### src/converter_regs_consts.vh
// Offsets, field positions and reset values of the converter register bank
`ifndef CONVERTER_REGS_CONSTS_VH
`define CONVERTER_REGS_CONSTS_VH
`define ADDR_CONVERTER_SETUP 4'h0
`define ADDR_CABLE_GAIN_SETUP 4'h1
`define ADDR_CURRENT_LIMIT_SETUP 4'h2
`define ADDR_RETRY_DETECT_SETUP 4'h3
`define ADDR_CONFIGURED_FLAG_SETUP 4'h4
`define ADDR_IRQ_ENABLE_ATTACH 4'h7
`define ADDR_IRQ_ENABLE_BUS_FAULTS 4'h8
`define ADDR_IRQ_ENABLE_THERMAL_OV 4'h9
`define ADDR_IRQ_FLAGS_ATTACH 4'hA
`define ADDR_IRQ_FLAGS_BUS_FAULTS 4'hB
`define ADDR_IRQ_FLAGS_THERMAL_OV 4'hC
`define ADDR_ATTACH_STATE 4'hD
`define BIT_CONVERTER_ENABLE 5
`define BIT_SYNC_DIR 1
`define BIT_SPREAD_EN 0
`define BIT_AUTO_CLEAR 7
`define BIT_SETUP_MISSING 7
`define BIT_ATTACH_STATE 3
`define MASK_CONVERTER_SETUP 8'h23
`define MASK_CABLE_GAIN 8'h1F
`define MASK_CURRENT_LIMIT 8'hD7
`define MASK_RETRY_DETECT 8'hF0
`define MASK_CONFIGURED 8'h01
`define MASK_IRQ_ATTACH 8'h8A
`define MASK_IRQ_BUS 8'h3F
`define MASK_IRQ_THERMAL 8'h0E
`define MASK_FLAGS_ATTACH 8'h0A
`define MASK_FAULT_BUS 8'h3F
`define MASK_FAULT_THERMAL 8'h06
`define RESET_CONVERTER_ENABLE 1'h1
`define RESET_CABLE_GAIN 8'h00
`define RESET_CURRENT_LIMIT 8'h07
`define RESET_RETRY_DETECT 8'h00
`define RESET_CONFIGURED 8'h00
`define RESET_IRQ_ENABLE 8'h00
`define STRAP_SETTLE 2'h2
`endif

### src/converter_config_irq_regs.v
// Configuration and interrupt register bank of the step-down converter
`include "converter_regs_consts.vh"
module converter_config_irq_regs (
  input wire clk,
  input wire rst_b,
  input wire reg_wr,
  input wire reg_rd,
  input wire [3:0] reg_addr,
  input wire [7:0] reg_wdata,
  output reg [7:0] reg_rdata,
  input wire buck_enable_pin,
  input wire first_config_resistor_sync,
  input wire first_config_resistor_spread,
  input wire [7:0] attach_events,
  input wire [7:0] bus_fault_events,
  input wire [7:0] thermal_ov_events,
  input wire charger_attach_state,
  output reg buck_run,
  output reg sync_pin_oe,
  output reg spread_enable,
  output reg fault_out,
  output reg fault_oe,
  output reg irq_pending
);
  reg [2:0] buck_pin_sync;
  reg [2:0] attach_sync;
  reg [1:0] strap_sync_a;
  reg [1:0] strap_spread_a;
  reg strap_loaded;
  reg [1:0] strap_wait;
  reg converter_enable_bit;
  reg sync_dir;
  reg spread_bit;
  reg [7:0] cable_gain_setup;
  reg [7:0] current_limit_setup;
  reg [7:0] retry_detect_setup;
  reg [7:0] configured_flag_setup;
  reg [7:0] irq_enable_attach;
  reg [7:0] irq_enable_bus_faults;
  reg [7:0] irq_enable_thermal_ov;
  reg [7:0] irq_flags_attach;
  reg [7:0] irq_flags_bus_faults;
  reg [7:0] irq_flags_thermal_ov;
  reg [7:0] next_rdata;
  wire auto_clear;
  wire setup_missing_flag;
  wire [7:0] bus_set;
  wire [7:0] thermal_set;
  wire [7:0] attach_set;
  wire clear_attach;
  wire clear_bus;
  wire clear_thermal;
  genvar i;

  assign auto_clear = irq_enable_attach[`BIT_AUTO_CLEAR];
  assign setup_missing_flag = ~configured_flag_setup[0];
  assign bus_set = bus_fault_events & `MASK_IRQ_BUS;
  assign thermal_set = thermal_ov_events & `MASK_IRQ_THERMAL;
  assign attach_set = attach_events & `MASK_FLAGS_ATTACH;
  assign clear_attach = reg_rd && auto_clear && (reg_addr == `ADDR_IRQ_FLAGS_ATTACH);
  assign clear_bus = reg_rd && auto_clear && (reg_addr == `ADDR_IRQ_FLAGS_BUS_FAULTS);
  assign clear_thermal = reg_rd && auto_clear && (reg_addr == `ADDR_IRQ_FLAGS_THERMAL_OV);

  // Pin synchronisers
  always @(posedge clk or negedge rst_b)
  begin
    if (!rst_b)
    begin
      buck_pin_sync <= 3'h0;
      attach_sync <= 3'h0;
      strap_sync_a <= 2'h0;
      strap_spread_a <= 2'h0;
    end
    else
    begin
      buck_pin_sync <= {buck_pin_sync[1:0], buck_enable_pin};
      attach_sync <= {attach_sync[1:0], charger_attach_state};
      strap_sync_a <= {strap_sync_a[0], first_config_resistor_sync};
      strap_spread_a <= {strap_spread_a[0], first_config_resistor_spread};
    end
  end

  // Setup registers
  always @(posedge clk or negedge rst_b)
  begin
    if (!rst_b)
    begin
      strap_loaded <= 1'b0;
      strap_wait <= 2'h0;
      converter_enable_bit <= `RESET_CONVERTER_ENABLE;
      sync_dir <= 1'b0;
      spread_bit <= 1'b0;
      cable_gain_setup <= `RESET_CABLE_GAIN;
      current_limit_setup <= `RESET_CURRENT_LIMIT;
      retry_detect_setup <= `RESET_RETRY_DETECT;
      configured_flag_setup <= `RESET_CONFIGURED;
      irq_enable_attach <= `RESET_IRQ_ENABLE;
      irq_enable_bus_faults <= `RESET_IRQ_ENABLE;
      irq_enable_thermal_ov <= `RESET_IRQ_ENABLE;
    end
    else
    begin
      // Wait until the strap synchronisers hold the pin level, then load once
      if (!strap_loaded)
      begin
        if (strap_wait == `STRAP_SETTLE)
        begin
          strap_loaded <= 1'h1;
          sync_dir <= strap_sync_a[1];
          spread_bit <= strap_spread_a[1];
        end
        else
        begin
          strap_wait <= strap_wait + 2'h1;
        end
      end
      if (reg_wr)
      begin
        case (reg_addr)
          `ADDR_CONVERTER_SETUP:
          begin
            converter_enable_bit <= reg_wdata[`BIT_CONVERTER_ENABLE];
            if (strap_loaded)
            begin
              sync_dir <= reg_wdata[`BIT_SYNC_DIR];
              spread_bit <= reg_wdata[`BIT_SPREAD_EN];
            end
          end
          `ADDR_CABLE_GAIN_SETUP: cable_gain_setup <= reg_wdata & `MASK_CABLE_GAIN;
          `ADDR_CURRENT_LIMIT_SETUP: current_limit_setup <= reg_wdata & `MASK_CURRENT_LIMIT;
          `ADDR_RETRY_DETECT_SETUP: retry_detect_setup <= reg_wdata & `MASK_RETRY_DETECT;
          `ADDR_CONFIGURED_FLAG_SETUP: configured_flag_setup <= reg_wdata & `MASK_CONFIGURED;
          `ADDR_IRQ_ENABLE_ATTACH: irq_enable_attach <= reg_wdata & `MASK_IRQ_ATTACH;
          `ADDR_IRQ_ENABLE_BUS_FAULTS: irq_enable_bus_faults <= reg_wdata & `MASK_IRQ_BUS;
          `ADDR_IRQ_ENABLE_THERMAL_OV: irq_enable_thermal_ov <= reg_wdata & `MASK_IRQ_THERMAL;
          default:
          begin
          end
        endcase
      end
    end
  end

  // Sticky flags, one slice per bit: a set in the same cycle wins over a clear
  generate
    for (i = 0; i < 8; i = i + 1)
    begin : flag_bit
      always @(posedge clk or negedge rst_b)
      begin
        if (!rst_b)
        begin
          irq_flags_attach[i] <= 1'h0;
          irq_flags_bus_faults[i] <= 1'h0;
          irq_flags_thermal_ov[i] <= 1'h0;
        end
        else
        begin
          if (attach_set[i])
          begin
            irq_flags_attach[i] <= 1'h1;
          end
          else if (clear_attach)
          begin
            irq_flags_attach[i] <= 1'h0;
          end
          if (bus_set[i])
          begin
            irq_flags_bus_faults[i] <= 1'h1;
          end
          else if (clear_bus)
          begin
            irq_flags_bus_faults[i] <= 1'h0;
          end
          if (thermal_set[i])
          begin
            irq_flags_thermal_ov[i] <= 1'h1;
          end
          else if (clear_thermal)
          begin
            irq_flags_thermal_ov[i] <= 1'h0;
          end
        end
      end
    end
  endgenerate

  // Read mux
  always @*
  begin
    next_rdata = 8'h00;
    case (reg_addr)
      `ADDR_CONVERTER_SETUP: next_rdata = {2'h0, converter_enable_bit, 3'h0, sync_dir, spread_bit};
      `ADDR_CABLE_GAIN_SETUP: next_rdata = cable_gain_setup;
      `ADDR_CURRENT_LIMIT_SETUP: next_rdata = current_limit_setup;
      `ADDR_RETRY_DETECT_SETUP: next_rdata = retry_detect_setup;
      `ADDR_CONFIGURED_FLAG_SETUP: next_rdata = configured_flag_setup;
      `ADDR_IRQ_ENABLE_ATTACH: next_rdata = irq_enable_attach;
      `ADDR_IRQ_ENABLE_BUS_FAULTS: next_rdata = irq_enable_bus_faults;
      `ADDR_IRQ_ENABLE_THERMAL_OV: next_rdata = irq_enable_thermal_ov;
      `ADDR_IRQ_FLAGS_ATTACH: next_rdata = {setup_missing_flag, irq_flags_attach[6:0]};
      `ADDR_IRQ_FLAGS_BUS_FAULTS: next_rdata = irq_flags_bus_faults;
      `ADDR_IRQ_FLAGS_THERMAL_OV: next_rdata = irq_flags_thermal_ov;
      `ADDR_ATTACH_STATE: next_rdata = {4'h0, attach_sync[2], 3'h0};
      default: next_rdata = 8'h00;
    endcase
  end

  // Outputs
  always @(posedge clk or negedge rst_b)
  begin
    if (!rst_b)
    begin
      reg_rdata <= 8'h00;
      buck_run <= 1'b0;
      sync_pin_oe <= 1'b0;
      spread_enable <= 1'b0;
      fault_out <= 1'b0;
      fault_oe <= 1'b0;
      irq_pending <= 1'b0;
    end
    else
    begin
      if (reg_rd)
        reg_rdata <= next_rdata;
      buck_run <= converter_enable_bit & buck_pin_sync[2];
      sync_pin_oe <= strap_loaded & ~sync_dir;
      spread_enable <= spread_bit;
      fault_out <= 1'b0;
      fault_oe <= |(irq_flags_bus_faults & `MASK_FAULT_BUS) |
        |(irq_flags_thermal_ov & `MASK_FAULT_THERMAL);
      irq_pending <= |(irq_flags_attach & irq_enable_attach & `MASK_FLAGS_ATTACH) |
        |(irq_flags_bus_faults & irq_enable_bus_faults) |
        |(irq_flags_thermal_ov & irq_enable_thermal_ov);
    end
  end
endmodule

### config.mk
export PLATFORM = sky130hd
export DESIGN_NAME = converter_config_irq_regs
export DESIGN_NICKNAME = d
export VERILOG_FILES = /design/src/converter_config_irq_regs.v
export VERILOG_INCLUDE_DIRS = /design/src
export SDC_FILE = /design/constraint.sdc
export NUM_CORES = 1
export LEC_CHECK = 0
export ABC_AREA = 1
export BUFFER_PORTS_ARGS = -buffer_cell sky130_fd_sc_hd__clkbuf_2
export CAP_MARGIN = 20
export CORE_MARGIN = 2
export CORE_UTILIZATION = 55
export DETAILED_ROUTE_END_ITERATION = 7
export GPL_ROUTABILITY_DRIVEN = 0
export GPL_TIMING_DRIVEN = 0
export PLACE_DENSITY = 0.82
export SLEW_MARGIN = 25
export SYNTH_ARGS = -nofsm -noshare
export SYNTH_HDL_FRONTEND = slang
export SYNTH_SLANG_ARGS = --single-unit
export TNS_END_PERCENT = 5
### constraint.sdc
create_clock -name clk -period 2.4 [get_ports clk]
set_input_delay 0.48 -clock clk [delete_from_list [all_inputs] [get_ports clk]]
set_output_delay 0.48 -clock clk [all_outputs]
set_load 0.005 [all_outputs]
==> flow_metrics.tcl <==
set metrics [dict create \
    status "completed" \
    htree_num_levels 3 \
    wl_per_cell_um 14.14 \
    maxSlewViolCount 0 \
    cts_buffers 9 \
    finalCritPeriodShare_pct 60.27 \
    totalPowerFinal_mw 2.967 \
    syn2layout_area_growth_pct 19.98 \
    place_ws_ps 672.6 \
    drt_wl_total_um 6588 \
    rows 26 \
    max-vdd-ir-drop_uv 486.2 \
    worst_setup_path_start_kind "primary input" \
    cts_setup_buffers 0 \
    synth-seq-cells 68 \
    fmaxAchievable_mhz 691.3 \
    vias 2433 \
    max-cap-violations 0 \
    yosysTopAreaCellShare_pct 54.65 \
    n_antenna_cell 0 \
    worstPathRequired_ps 2630 \
    cp.arrival_ps 1680 \
    gr-usage-met2_pct 39.04 \
    cts_tree "yes" \
    fin_tns_setup_ps 0 \
    r2r_cells 6 \
    critical_path_class "primary input to flip-flop" \
    critPathCaptureType "flip-flop" \
    antenna_found_initial 0 \
    cp_slowest_cell "nor2_2" \
    crit_family "simple AND/OR/NAND/NOR gates" \
    dieArea_um2 5927 \
    finalWorstSetupSlack_ps 953.5 \
    use_met3_pct 5.647 \
    min_path_type "primary input to async pin" \
    drc 0 \
    max_stage_delay_ps 370 \
    fin_crit_ps 1446 \
    io_pins 58 \
    setup-violations-final 0 \
    synth.area.top_cells "dfrtp_1 55%, nand2_1 15%, o21ai_0 4.6%, inv_1 4.0%, dfstp_2 3.6%" \
    final_common_cell "nand2_1" \
    cellPowerDensity_nw_per_um2 843.8 \
    core_um2 5140 \
    cts.clk_slew.worst_paths_ps 80 \
    rsz0062_at_grt "false" \
    grt_pass1_vias 2403 \
    path_buf_inv 3 \
    dr.pass1.iters 5 \
    path_depth 7 \
    syn_inst 338 \
    syn_area_um2 2930 \
    synth.largest_area_cell "dfrtp_1" \
    die_h_um 76.99 \
    drive_gt1_share_pct 20.45 \
    ys_warn_count 0 \
    die_x_um 76.99 \
    overflow 0 \
    top_usage_layer "met2" \
    syn_area_per_cell_um2 8.670 \
    routed_via_density 5.221 \
    ctsHoldBuffers 0 \
    final-hold-violation-count 0 \
    yosysSeqAreaShare_pct 58.24 \
    grt_max_degree 37 \
    synth.distinct_cells 29 \
    io_buffers 41 \
    skew_ps 11.58 \
    crit_fanout 10 \
    start_util_pct 57.01 \
    final_cell_mix "119 x nand2_1, 64 x dfrtp_1, 40 x clkbuf_2, 31 x inv_1, 27 x o21ai_0" \
    use_met1_pct 32.65 \
    clock_latency_ps 350 \
    cts.sink_count 68 \
    grt_usage_pct 24.89 \
    path_cells "clkbuf_2 -> inv_1 -> nor2_2 -> nand3_1 -> buf_2 -> nand2_1 -> o21ai_1" \
    drt.antenna.violating_nets 0 \
    dpl.hpwl_um 4726 \
    postCtsResizedCells 0 \
    cts_root_buffer "clkbuf_8" \
    final_nets 436 \
    clock_path_buffers 2 \
    p_leak_nw 1.894 \
    grt_pass1_wl_um 11300 \
    drt_iter0_drc 239 \
    synth_nets 383 \
]
## Yosys cell counts (all sizes together)
library cell,number
o21a,1
clkinv,1
conb,1
nand3,18
dfrtp,64
clkbuf,1
a21oi,1
o21bai,11
and3,1
buf,4
dfstp,4
nor3,3
a21o,1
nand4,5
nor2,28
ha,1
o21ai,35
nand2,121
o31ai,1
xor2,1
mux2,2
inv,33
## state kept, by name (all words and copies together), names as in the netlist, 3 cells and up
name and count:
reg_rdata 8, current_limit_setup 6, irq_enable_bus_faults 6, irq_flags_bus_faults 6, cable_gain_setup 5, retry_detect_setup 4
attach_sync 3, buck_pin_sync 3, irq_enable_attach 3, irq_enable_thermal_ov 3, irq_flags_thermal_ov 3
## layout make-up
cell class | instances | area, um2
plain buffers | 5 | 26.28
flip-flops and latches | 68 | 1707
inverters | 34 | 127.6
multi-input cells | 231 | 1070
clock buffers | 9 | 123.9
repair buffers | 42 | 227.7
clock inverters | 7 | 146.4
well taps | 70 | 87.58
fillers | 425 | 1624
## metal layers
layer	part of all wire, %	vias to the layer above
met5	0	-
met4	2.8	0
met2	46	88
met3	5.8	21
li1	-	1183
met1	45	1141
## metrics by stage
| stage | utilization [%] | cells | hold slack [ps] | instance area [um2] |
|---|---|---|---|---|
| 2_1_floorplan | - | 338 | 184.4 | 2930 |
| 3_3_place_gp | 62.71 | 449 | 331.3 | 3223 |
| 3_5_place_dp | 63.15 | 450 | 334.7 | 3246 |
| 4_1_cts | 68.40 | 466 | 108.9 | 3516 |
| 5_1_grt | 68.40 | 466 | 134.9 | 3516 |
| 6_report | 68.40 | 466 | 94.44 | 3516 |
## final timing paths
check / from / endpoint / slack (ps)
hold reg to reg: attach_sync[0]$_DFF_PN0_ / attach_sync[1]$_DFF_PN0_ / 350
setup / recovery: reg_addr[1] / current_limit_setup[6]$_DFFE_PN0P_ / 950
max in group asynchronous: rst_b / current_limit_setup[2]$_DFFE_PN1P_ / 1710
min in group clk: first_config_resistor_sync / strap_sync_a[0]$_DFF_PN0_ / 230
setup reg to reg: strap_wait[0]$_DFFE_PN0P_ / spread_bit$_DFF_PN0_ / 1050
hold / removal: rst_b / strap_wait[0]$_DFFE_PN0P_ / 90
## power by group
group	internal, mW	switching, mW	leakage [nW]
Combinational	0.131	0.180	0.969
Sequential	1.30	0.0962	0.790
Clock	0.802	0.459	0.134
Total	2.23	0.736	1.89
## cells by family after synthesis
kind of cell | synth area share [%]
AOI/OAI and AO/OA | 9.735
xor gates and xnor gates | 0.2989
adders and majority gates | 0.4269
buffers and inverters | 5.252
DFF | 58.24
muxes | 0.7685
other | 0.1280
and+or+nand+nor | 25.15
No activity file was read; power rests on OpenSTA's default activity.
